===== config.mk =====
export PLATFORM = sky130hd
export DESIGN_NAME = proximity_gesture_sequencer
export DESIGN_NICKNAME = d
export VERILOG_FILES = /design/src/prox_gesture_pkg.sv /design/src/meas_if.sv /design/src/emitter_sequencer.sv /design/src/proximity_gesture_sequencer.sv
export VERILOG_INCLUDE_DIRS = /design/src /design/src/src
export SDC_FILE = /design/constraint.sdc
export NUM_CORES = 1
export LEC_CHECK = 0
export BUFFER_PORTS_ARGS = -buffer_cell sky130_fd_sc_hd__clkbuf_2
export CAP_MARGIN = 20
export CORE_ASPECT_RATIO = 1.5
export CORE_MARGIN = 2
export CORE_UTILIZATION = 50
export DETAILED_ROUTE_END_ITERATION = 6
export GPL_ROUTABILITY_DRIVEN = 0
export GPL_TIMING_DRIVEN = 0
export PLACE_DENSITY = 0.74
export SYNTH_ARGS = -nofsm -noshare
export SYNTH_HDL_FRONTEND = slang
export SYNTH_SLANG_ARGS = --single-unit
export TNS_END_PERCENT = 10

===== constraint.sdc =====
create_clock -name clk -period 2.7 [get_ports clk]
set_clock_uncertainty 0.05 [all_clocks]
set_input_delay 0.27 -clock clk [delete_from_list [all_inputs] [get_ports clk]]
set_output_delay 0.27 -clock clk [all_outputs]
set_load 0.005 [all_outputs]

===== src/prox_gesture_params.svh =====
// Register offsets, field positions, reset values and timing counts
`ifndef PROX_GESTURE_PARAMS_SVH
`define PROX_GESTURE_PARAMS_SVH

`define ADDR_CONF          8'h00
`define ADDR_TRIG          8'h01
`define ADDR_UPPER         8'h02
`define ADDR_LOWER         8'h03
`define ADDR_RESULT1       8'h04
`define ADDR_RESULT2       8'h05
`define ADDR_RESULT3       8'h06
`define ADDR_FLAGS         8'h07
`define ADDR_STATUS        8'h08

`define CONF_PROX_INT_EN   0
`define CONF_GEST_INT_EN   1
`define CONF_GESTURE_MODE  2
`define CONF_SINGLE_SHOT   3
`define CONF_LOGIC_OUT     4
`define CONF_SEL_LSB       5
`define CONF_SEL_MSB       6
`define CONF_PROX_EN       7
`define CONF_MASK          16'h00ff

`define TRIG_BIT           0

`define FLAG_CLOSE         0
`define FLAG_AWAY          1
`define FLAG_GESTURE       2

`define STATUS_CHAN_LSB    0
`define STATUS_CHAN_MSB    1
`define STATUS_NEAR        2
`define STATUS_BUSY        3

`define CONF_RESET         16'h0000
`define UPPER_RESET        16'hffff
`define LOWER_RESET        16'h0000

`define CLK_PERIOD_NS      50
`define MEAS_GAP_NS        10000
`define MEAS_GAP_CYCLES    ((`MEAS_GAP_NS + `CLK_PERIOD_NS - 1) / `CLK_PERIOD_NS)

`endif


===== src/prox_gesture_pkg.sv =====
// Types shared by the proximity gesture sequencer modules
package prox_gesture_pkg;

    typedef logic [15:0] word_t;
    typedef logic [1:0]  chan_t;

    typedef enum logic [1:0] {
        SEQ_IDLE = 2'b00,
        SEQ_FIRE = 2'b01,
        SEQ_WAIT = 2'b10
    } seq_state_t;

    typedef struct packed {
        seq_state_t state;
        chan_t      chan;
        logic       gesture;
        logic       res_valid;
        chan_t      res_chan;
        word_t      res_value;
        logic       done;
    } seq_regs_t;

    typedef struct packed {
        word_t       conf;
        word_t       upper;
        word_t       lower;
        word_t [2:0] result;
        logic [2:0]  flags;
        logic        near;
        logic [7:0]  gap;
        logic        gesture_run;
        word_t       rdata;
        logic        int_n;
    } ctrl_regs_t;

endpackage


===== src/meas_if.sv =====
// Measurement request and result link between control and emitter sequencer
`timescale 1ns/1ps
`default_nettype none

interface meas_if;
    import prox_gesture_pkg::*;

    logic  start;
    logic  gesture;
    chan_t sel;
    logic  busy;
    logic  res_valid;
    chan_t res_chan;
    word_t res_value;
    logic  seq_done;

    modport ctrl (
        output start,
        output gesture,
        output sel,
        input  busy,
        input  res_valid,
        input  res_chan,
        input  res_value,
        input  seq_done
    );

    modport seq (
        input  start,
        input  gesture,
        input  sel,
        output busy,
        output res_valid,
        output res_chan,
        output res_value,
        output seq_done
    );

endinterface

`default_nettype wire


===== src/emitter_sequencer.sv =====
// Emitter switching and converter handshake for one or three channels
`timescale 1ns/1ps
`default_nettype none

module emitter_sequencer
    import prox_gesture_pkg::*;
(
    input  wire logic clk,
    input  wire logic sys_rst,
    input  wire logic ce,
    meas_if.seq       mi,
    output logic      emitter_one,
    output logic      emitter_two,
    output logic      emitter_three,
    output logic      adc_start,
    input  wire logic adc_done,
    input  wire word_t adc_value
);

    seq_regs_t r;
    seq_regs_t next_r;

    always_comb begin
        next_r = r;
        next_r.res_valid = 1'b0;
        next_r.done = 1'b0;
        case (r.state)
            SEQ_IDLE: begin
                if (mi.start) begin
                    next_r.gesture = mi.gesture;
                    next_r.chan = mi.gesture ? 2'h0 : mi.sel;
                    next_r.state = SEQ_FIRE;
                end
            end
            SEQ_FIRE: begin
                next_r.state = SEQ_WAIT;
            end
            SEQ_WAIT: begin
                if (adc_done) begin
                    next_r.res_valid = 1'b1;
                    next_r.res_chan = r.chan;
                    next_r.res_value = adc_value;
                    if (r.gesture && r.chan != 2'h2) begin
                        // Gesture run steps one, two, three in turn
                        next_r.chan = 2'(r.chan + 2'h1);
                        next_r.state = SEQ_FIRE;
                    end else begin
                        next_r.done = 1'b1;
                        next_r.state = SEQ_IDLE;
                    end
                end
            end
            default: begin
                next_r.state = SEQ_IDLE;
            end
        endcase
    end

    always_ff @(posedge clk) begin
        if (sys_rst) begin
            r <= '0;
        end else if (ce) begin
            r <= next_r;
        end
    end

    assign mi.busy      = (r.state != SEQ_IDLE);
    assign mi.res_valid = r.res_valid;
    assign mi.res_chan  = r.res_chan;
    assign mi.res_value = r.res_value;
    assign mi.seq_done  = r.done;
    assign adc_start    = (r.state == SEQ_FIRE);
    // Only the emitter of the current channel is lit
    assign emitter_one   = mi.busy && (r.chan == 2'h0);
    assign emitter_two   = mi.busy && (r.chan == 2'h1);
    assign emitter_three = mi.busy && (r.chan == 2'h2);
endmodule

`default_nettype wire


===== src/proximity_gesture_sequencer.sv =====
// Proximity hysteresis, interrupt flags and gesture sequencing control
//
// Functional notes
// A near interrupt is raised when a result rises above the upper threshold.
// Results inside the band between the thresholds never change the near state.
// The host clears the interrupt and holds its state until results fall below the lower one.
// Up to three emitters are driven and any single one can be chosen for plain measuring.
// A result from an emitter lands in the result register of that emitter's channel.
// The host sets the gesture mode bit to use all three emitters. The code also needs the single-shot bit set for a gesture run.
// A single-shot gesture run lights emitters one, two and three in turn, each to its register.
// With gesture and single-shot both set, a trigger write starts the run at once.
// The end of the run sets the gesture ready flag and, if enabled, pulls the interrupt low.
// The interrupt pin goes low whenever an enabled flag becomes set. In logic output mode the code drives the pin from the near state instead.
// Reading the flag register clears the flags and returns the pin high. In logic output mode the pin stays low while the near state is set.
// In single-shot mode nothing is measured without a trigger and the block stays idle.
// The gesture ready flag rises only once the third result has been stored.
`timescale 1ns/1ps
`default_nettype none
`include "prox_gesture_params.svh"

module proximity_gesture_sequencer
    import prox_gesture_pkg::*;
(
    input  wire logic       clk,
    input  wire logic       sys_rst,
    input  wire logic       ce,
    input  wire logic [7:0] reg_addr,
    input  wire word_t      reg_wdata,
    input  wire logic       reg_wr,
    input  wire logic       reg_rd,
    output word_t           reg_rdata,
    output logic            int_n,
    output logic            emitter_one,
    output logic            emitter_two,
    output logic            emitter_three,
    output logic            adc_start,
    input  wire logic       adc_done,
    input  wire word_t      adc_value
);

    ctrl_regs_t  r;
    ctrl_regs_t  next_r;
    logic [2:0]  flag_set;
    logic [2:0]  flag_clr;
    logic [2:0]  flag_mask;
    logic        trig_wr;
    logic        single_shot;
    logic        gesture_mode;
    logic        logic_out;
    chan_t       sel;

    meas_if mi ();

    function automatic logic reg_hit(input logic [7:0] addr, input logic [7:0] offset);
        reg_hit = (addr == offset);
    endfunction

    // Channel code 3 has no emitter, so it falls back to emitter one
    function automatic chan_t clamp_chan(input chan_t c);
        clamp_chan = (c == 2'h3) ? 2'h0 : c;
    endfunction

    function automatic logic [2:0] int_mask(input word_t conf);
        int_mask = {conf[`CONF_GEST_INT_EN], conf[`CONF_PROX_INT_EN], conf[`CONF_PROX_INT_EN]};
    endfunction

    function automatic ctrl_regs_t reset_value();
        ctrl_regs_t v;
        v = '0;
        v.conf = `CONF_RESET;
        v.upper = `UPPER_RESET;
        v.lower = `LOWER_RESET;
        v.int_n = 1'b1;
        reset_value = v;
    endfunction

    assign single_shot  = r.conf[`CONF_SINGLE_SHOT];
    assign gesture_mode = r.conf[`CONF_GESTURE_MODE];
    assign logic_out    = r.conf[`CONF_LOGIC_OUT];
    assign sel          = clamp_chan(r.conf[`CONF_SEL_MSB:`CONF_SEL_LSB]);
    assign trig_wr      = reg_wr && reg_hit(reg_addr, `ADDR_TRIG) && reg_wdata[`TRIG_BIT];
    assign flag_mask    = int_mask(r.conf);

    // Three emitters are used only when the host has chosen gesture mode
    assign mi.gesture = gesture_mode && single_shot;
    assign mi.sel     = sel;
    // Single-shot waits for a trigger; free running waits out the gap
    assign mi.start   = ce && !mi.busy &&
                        (single_shot ? trig_wr
                                     : (r.conf[`CONF_PROX_EN] && r.gap == 8'h00));

    always_comb begin
        next_r = r;
        next_r.rdata = '0;
        flag_set = '0;
        flag_clr = '0;

        if (reg_wr) begin
            if (reg_hit(reg_addr, `ADDR_CONF)) begin
                next_r.conf = reg_wdata & `CONF_MASK;
            end
            if (reg_hit(reg_addr, `ADDR_UPPER)) begin
                next_r.upper = reg_wdata;
            end
            if (reg_hit(reg_addr, `ADDR_LOWER)) begin
                next_r.lower = reg_wdata;
            end
        end

        if (reg_rd) begin
            case (reg_addr)
                `ADDR_CONF:    next_r.rdata = r.conf;
                `ADDR_UPPER:   next_r.rdata = r.upper;
                `ADDR_LOWER:   next_r.rdata = r.lower;
                `ADDR_RESULT1: next_r.rdata = r.result[0];
                `ADDR_RESULT2: next_r.rdata = r.result[1];
                `ADDR_RESULT3: next_r.rdata = r.result[2];
                `ADDR_FLAGS: begin
                    next_r.rdata = {13'h0000, r.flags};
                    flag_clr = 3'h7;
                end
                `ADDR_STATUS: begin
                    next_r.rdata[`STATUS_CHAN_MSB:`STATUS_CHAN_LSB] = sel;
                    next_r.rdata[`STATUS_NEAR] = r.near;
                    next_r.rdata[`STATUS_BUSY] = mi.busy;
                end
                default: next_r.rdata = '0;
            endcase
        end

        if (mi.res_valid) begin
            next_r.result[mi.res_chan] = mi.res_value;
            if (!r.gesture_run) begin
                if (!r.near && mi.res_value > r.upper) begin
                    next_r.near = 1'b1;
                    flag_set[`FLAG_CLOSE] = r.conf[`CONF_PROX_INT_EN];
                end else if (r.near && mi.res_value < r.lower) begin
                    next_r.near = 1'b0;
                    flag_set[`FLAG_AWAY] = r.conf[`CONF_PROX_INT_EN];
                end
                // Inside the band the near state is simply held
            end
        end

        // Done coincides with the third result, stored at the same edge
        if (mi.seq_done && r.gesture_run) begin
            flag_set[`FLAG_GESTURE] = 1'b1;
        end

        // A new event wins over a clear in the same cycle
        next_r.flags = (r.flags & ~flag_clr) | flag_set;

        if (mi.seq_done) begin
            next_r.gap = 8'(`MEAS_GAP_CYCLES - 1);
        end else if (r.gap != 8'h00) begin
            next_r.gap = 8'(r.gap - 8'h01);
        end

        if (mi.start) begin
            next_r.gesture_run = mi.gesture;
        end

        // Logic output mode shows the near state; otherwise any enabled flag
        if (next_r.conf[`CONF_LOGIC_OUT]) begin
            next_r.int_n = !next_r.near;
        end else begin
            next_r.int_n = !(|(next_r.flags & int_mask(next_r.conf)));
        end
    end

    always_ff @(posedge clk) begin
        if (sys_rst) begin
            r <= reset_value();
        end else if (ce) begin
            r <= next_r;
        end
    end

    assign reg_rdata = r.rdata;
    assign int_n     = r.int_n;

    emitter_sequencer u_seq (
        .clk           (clk),
        .sys_rst       (sys_rst),
        .ce            (ce),
        .mi            (mi.seq),
        .emitter_one   (emitter_one),
        .emitter_two   (emitter_two),
        .emitter_three (emitter_three),
        .adc_start     (adc_start),
        .adc_done      (adc_done),
        .adc_value     (adc_value)
    );
endmodule

`default_nettype wire

Yosys cells after proc, flatten, opt, wreduce, memory -nomap -nowiden
Index checks and enable logic that the tools add are counted.
{ "totals": {"latchBits": 0, "mem_count": 0, "ramBits": 0, "out_inout_bits": 21, "register_bits": 143, "input_bits": 46, "mem_bits_ro": 0} }
{ "op_classes": {"shifts": 0, "n_reduce_logical": 37, "n_eq_ne": 17, "magnitude_cmp": 4, "mux": 37, "n_div": 0, "addsub": 2, "bitwise_logic": 4, "n_mul": 0} }
{ "op_table": {"columns": ["operator", "n"], "rows": [
  ["one-hot mux 12 bit (6 select lines)", 1],
  ["two-way mux 16 bit", 4],
  ["bitwise mux 48 bit", 1],
  ["two-way mux 20 bit", 2],
  ["two-way mux 37 bit", 1],
  ["demux 16 bit (select 2 bit)", 1],
  ["equality test 8 x 3 -> 1 bit (second input constant)", 4],
  ["one-hot mux 4 bit (8 select lines)", 1],
  ["AND reduction 3 bit", 6],
  ["equality test 8 x 2 -> 1 bit (second input constant)", 2],
  ["> comparator 16 bit", 1],
  ["zero test 8 bit", 2],
  ["< comparator 16 bit", 1],
  ["two-way mux 8 bit", 2],
  ["logical AND 1 bit", 14],
  ["two-way mux 1 bit", 12],
  ["two-way mux 2 bit", 5],
  ["two-way mux 5 bit", 2],
  ["equality test 8 x 1 -> 1 bit (second input constant)", 1],
  ["equality test 8 x 4 -> 1 bit (second input constant)", 1],
  ["nonzero test 8 bit", 1],
  ["subtractor 8 x 1 -> 8 bit (second input constant)", 1],
  ["AND 3 bit", 2],
  ["equality test 2 bit (second input constant)", 3],
  ["other kinds (18)", 30]
]} }

Depth between registers and ports, before layout
{ "logic_depth": {"depth_word": 11, "ltp_mapped": 9, "depth_no_buf": 8} }

By module
Synthesis repeated with hierarchy kept, for this count alone.
{ "hier_totals": {"hier_cells": 897, "area_unflattened_um2": 7328.3} }
{ "modules_own_cells": {"columns": ["mod", "cells_each", "n_inst", "area_each_um2"], "rows": [
  ["proximity_gesture_sequencer", 755, 1, 6149.6],
  ["emitter_sequencer", 142, 1, 1178.6]
]} }

Worst setup path after synthesis
No wires, ideal clock.
{ "synth_timing": {"kind": "reg2reg", "start": "register r[92] (netlist name)", "end": "register r (netlist bit int_n)", "synth_period_minus_slack_ps": 2343, "setup_slack_ps": 357, "setup_ps": 93, "t_required_ps": 2557, "stages_incl_launch_ff": 9, "t_arrival_ps": 2200, "n_path_buf": 0, "cell_sequence": "dfxtp_1 > inv_1 > ha_1 > and4_1 > nand2_1 > or4_1 > and4_1 > o32a_1 > o311ai_2"} }
{ "synth_via": {"elab_chain_len": 11} }
{ "synth_rtl": {"columns": ["element", "line", "rtl"], "rows": [
  ["start: declaration", "proximity_gesture_sequencer.sv:41", "ctrl_regs_t r;"],
  ["start signal: assignment", "proximity_gesture_sequencer.sv:173", "r <= reset_value();"],
  ["start signal: assignment", "proximity_gesture_sequencer.sv:175", "r <= next_r;"],
  ["< comparator 16 bit (*)", "proximity_gesture_sequencer.sv:137", "end else if (r.near && mi.res_value < r.lower) begin"],
  ["logical AND 1 bit (*)", "proximity_gesture_sequencer.sv:137", null],
  ["two-way mux 1 bit", "proximity_gesture_sequencer.sv:137", null],
  ["two-way mux 1 bit", "proximity_gesture_sequencer.sv:134", "if (!r.near && mi.res_value > r.upper) begin"],
  ["two-way mux 2 bit", "proximity_gesture_sequencer.sv:133", "if (!r.gesture_run) begin"],
  ["two-way mux 2 bit", "proximity_gesture_sequencer.sv:131", "if (mi.res_valid) begin"],
  ["bitwise OR 3 bit", "proximity_gesture_sequencer.sv:151", "next_r.flags = (r.flags & ~flag_clr) | flag_set;"],
  ["AND 3 bit", "proximity_gesture_sequencer.sv:167", "next_r.int_n = !(|(next_r.flags & int_mask(next_r.conf)));"],
  ["OR reduction 3 bit", "proximity_gesture_sequencer.sv:167", null],
  ["zero test 1 bit", "proximity_gesture_sequencer.sv:167", null],
  ["two-way mux 1 bit (*)", "proximity_gesture_sequencer.sv:164", "if (next_r.conf[`CONF_LOGIC_OUT]) begin"]
]} }
Mark *: on every way between the ends. The rest lies on a longest branch, timed or not.
A chain may end at the register's enable or synchronous reset.

Worst setup path in the final report
{ "layout_timing": {"start": "register u_seq.r (netlist bit u_seq.mi.res_value[11])", "end": "register r (netlist bit int_n)"} }
{ "layout_via": {"elab_chain_len": 11} }
{ "layout_rtl": {"columns": ["element", "line", "rtl"], "rows": [
  ["start: declaration", "emitter_sequencer.sv:20", "seq_regs_t r;"],
  ["start signal: assignment", "emitter_sequencer.sv:63", "r <= next_r;"],
  ["< comparator 16 bit", "proximity_gesture_sequencer.sv:137", null],
  ["logical AND 1 bit", "proximity_gesture_sequencer.sv:137", null],
  ["two-way mux 1 bit", "proximity_gesture_sequencer.sv:137", null],
  ["two-way mux 1 bit", "proximity_gesture_sequencer.sv:134", null],
  ["two-way mux 2 bit", "proximity_gesture_sequencer.sv:133", null],
  ["two-way mux 2 bit", "proximity_gesture_sequencer.sv:131", null],
  ["bitwise OR 3 bit", "proximity_gesture_sequencer.sv:151", null],
  ["AND 3 bit", "proximity_gesture_sequencer.sv:167", null],
  ["OR reduction 3 bit", "proximity_gesture_sequencer.sv:167", null],
  ["zero test 1 bit", "proximity_gesture_sequencer.sv:167", null],
  ["two-way mux 1 bit (*)", "proximity_gesture_sequencer.sv:164", null]
]} }
Marked as above.

==> flow_metrics.py <==
metrics = {
    "outcome": {
        "outcome": "complete, but fails checks",
        "failed_checks": "DRC",
    },
    "setup_path": {
        "critical_path.startpoint_type": "flip-flop",
        "critPathRequiredTime_ps": 2980,
        "critPathMostFrequentCell": "and4_1",
        "crit_arrival_ps": 2840,
        "timing.critical_path.to_type": "flip-flop",
        "cp_max_fo": 6,
        "critical-path-max-stage-delay_ps": 560,
        "reg2reg_slack_ps": 140,
        "crit_path_start": "u_seq.mi.res_value[11]",
        "criticalPathCategory": "flip-flop to flip-flop",
        "worst_path_max_delay_cell": "or4_4",
        "worstReg2RegStart": "u_seq.mi.res_value[11]",
        "crit_chain": "ha_1, and4_1, nand2_1, or4_4, and4_1, o32a_1, o311ai_2",
    },
    "routing": {
        "detail_route.drc_violations": 1,
        "drt-wirelength-per-cell_um": 18.7,
        "post_drt_via_cell_ratio": 5.95,
        "dr.first_iter.drc_count": 544,
        "first_pass_iters": 7,
        "wl_met1_um": 7780,
        "postRouteWirelength_um": 21200,
        "topRoutingLayerUsed": "met4",
        "drtAntennaViolNets": 0,
        "dr_wl_met3_um": 1260,
        "vias": 6758,
        "met2_wirelength_um": 10400,
    },
    "clocking": {
        "numCtsBuffers": 17,
        "cts.hold.buffers_added": 0,
        "clkSlewWorstSetupHoldPaths_ps": 60,
        "h_tree_depth": 4,
        "ctsLongestPathBuffers": 2,
        "cts_tree": "done",
        "clkSinkCount": 143,
        "insertion_delay_ps": 430,
        "post_cts.repair.setup_buffers": 0,
        "clockRootBuffer": "clkbuf_16",
        "cts-resized-gates": 0,
    },
    "floorplanning": {
        "core_area_um2": 13900,
        "fp-row-count": 53,
        "initial_utilization_pct": 51.0,
        "num_io_pins": 67,
        "die_h_um": 150,
        "die_w_um": 101,
        "die_area_um2": 15200,
    },
    "pwr": {
        "seqPwrFrac_pct": 44.1,
        "power.switching_fraction_pct": 25.5,
        "clkPwrFrac_pct": 47.9,
        "power_mw": 4.97,
        "power.net_switching_mw": 1.27,
        "power.share.combinational_pct": 8.1,
        "worst_ir_drop_vdd_uv": 347,
        "cellLeakagePower_nw": 3.38,
        "power_per_cell_area_nw_per_um2": 604,
        "internal-power_mw": 3.71,
    },
    "global_route": {
        "global_route_wire_length_before_repair_um": 32800,
        "globalRouteTotalUtil_pct": 28.4,
        "gr_ovfl_total": 0,
        "grt_start_max_net_pins": 17,
        "first_global_vias": 6284,
        "grt_antenna_before_repair": 0,
    },
    "logic_synthesis": {
        "synth_area_um2": 7100,
        "syn-instance-count": 874,
        "syn_avg_cell_area_um2": 8.12,
        "synth_top_cell_area_share_pct": 40.3,
        "synthesized_nets": 955,
        "cell_type_contributing_the_most_total_cell_area_after_synthesis": "dfxtp_1",
        "yosysUniqueCellTypes": 63,
        "ys_ff_latch": 143,
        "synth_enable_flop_cells": 0,
        "synthesis.yosys.warnings": 0,
        "synth.area.top_cells": "dfxtp_1 40%, nand2_1 10%, a21oi_1 6.8%",
        "synth_sequential_area_ratio_pct": 40.3,
        "async_flop_share_pct": 0,
        "synthFlopType": "dfxtp_1",
    },
    "finish": {
        "antenna_cells_inserted": 0,
        "syn2layout_area_growth_pct": 16.0,
        "fin_area_um2": 8230,
        "layout.core_utilization_pct": 59.1,
        "drive_above_1_share_pct": 14.6,
        "fin_nets": 1038,
        "mostFrequentLayoutCell": "nand2_1",
        "n_fill_cell": 1255,
        "most_used_cells_in_the_layout_excluding_fill_and_tap_cells": "196 x nand2_1, 140 x dfxtp_1, 96 x a21oi_1",
        "layoutNonFillerInstCount": 1135,
    },
    "placement": {
        "place.detailed.hpwl_um": 16000,
        "pre_cts_ws_ps": 66.4,
        "portBuffers": 64,
        "postPlaceCellArea_um2": 7630,
        "post-place-cells": 1103,
    },
    "sta": {
        "finalHoldViolCount": 0,
        "slew-limit-headroom_pct": 41.4,
        "final.min_clock_period_ps": 2560,
        "slew_viol_final": 0,
        "worst_pin_slew_ps": 873,
        "setup_repair_after_global_routing_missed_its_margin": "false",
        "setup_viol": 0,
        "finalSetupTns_ps": 0,
        "period_share_pct": 94.7,
        "fmax_ghz": 0.391,
        "timing.hold.ws_ps": 10.9,
        "post-route-worst-setup-slack_ps": 143,
    },
    "flow_run": {
        "drv_cap": 0,
    },
    "min_path": {
        "holdCritPathClass": "input port to flip-flop",
        "worstHoldStart": "adc_value[3]",
    },
}
-- sequential cells by signal (all words and copies together) (netlist names) --
register	flops
u_seq.mi.res_value	16
reg_rdata	16
int_n	1
flag_mask	2
u_seq.mi.seq_done	1
r	97
u_seq.mi.res_valid	1
u_seq.mi.res_chan	2
logic_out	1
u_seq.r	5
gesture_mode	1
-- final timing paths --
check | end | cells past startpoint
max | int_n | 7
min | u_seq.mi.res_value[3] | 3
max reg2reg | int_n | 7
min reg2reg | r[53] | 2
-- worst max-delay path: cells and delay by family (launching register included) --
family	cells	cell delay [ps]
compound gates	2	590
simple gates	4	1070
flops	1	390
fa+ha+maj	1	340
-- cell type report --
type | instances | area [um2] | area share, %
repair buffers | 64 | 320 | 3.89
multi-input cells | 623 | 3760 | 45.6
well taps | 165 | 206 | 2.51
plain buffers | 65 | 323 | 3.92
clock buffers | 18 | 439 | 5.33
inverters | 43 | 161 | 1.96
clock inverters | 14 | 160 | 1.95
flip-flops and latches | 143 | 2870 | 34.8
-- cells in the mapped netlist (7+ instances only) --
cell type  number
a222oi_1        7
nand2_1       196
dfxtp_1       143
nand3_1        16
inv_1          42
nor2_1         52
a21oi_1        96
nor2b_1        11
mux2i_1        32
o211ai_1       16
o21ai_0        25
nor3_1         12
a21o_1          9
buf_4          17
clkbuf_1       35
a22oi_1        21
ha_1           35
-- logic make-up after synthesis --
kind of cell    synth area share (%)
xor+xnor                       0.617
mux                             6.26
simple gates                    20.6
compound gates                  19.2
fa+ha+maj                       6.17
buf+inv                         6.82
flops                           40.3
-- metal layers --
| metal | vias up | GRT usage [%] |
|---|---|---|
| met1 | 3129 | 31.4 |
| met4 | 0 | 22.0 |
| met3 | 115 | 4.86 |
| li1 | 3199 | - |
| met5 | - | 0 |
| met2 | 315 | 47.4 |
-- power by group through the flow --
| stage | Combinational (mW) | Sequential (mW) | Clock [mW] |
|---|---|---|---|
| floorplan | 0.272 | 2.23 | 0 |
| global placement | 0.392 | 2.24 | 0 |
| detailed placement | 0.393 | 2.24 | 0 |
| CTS | 0.395 | 2.19 | 2.39 |
| global route | 0.453 | 2.20 | 2.48 |
| finish | 0.401 | 2.19 | 2.38 |
No activity file was read; power rests on OpenSTA's default activity.
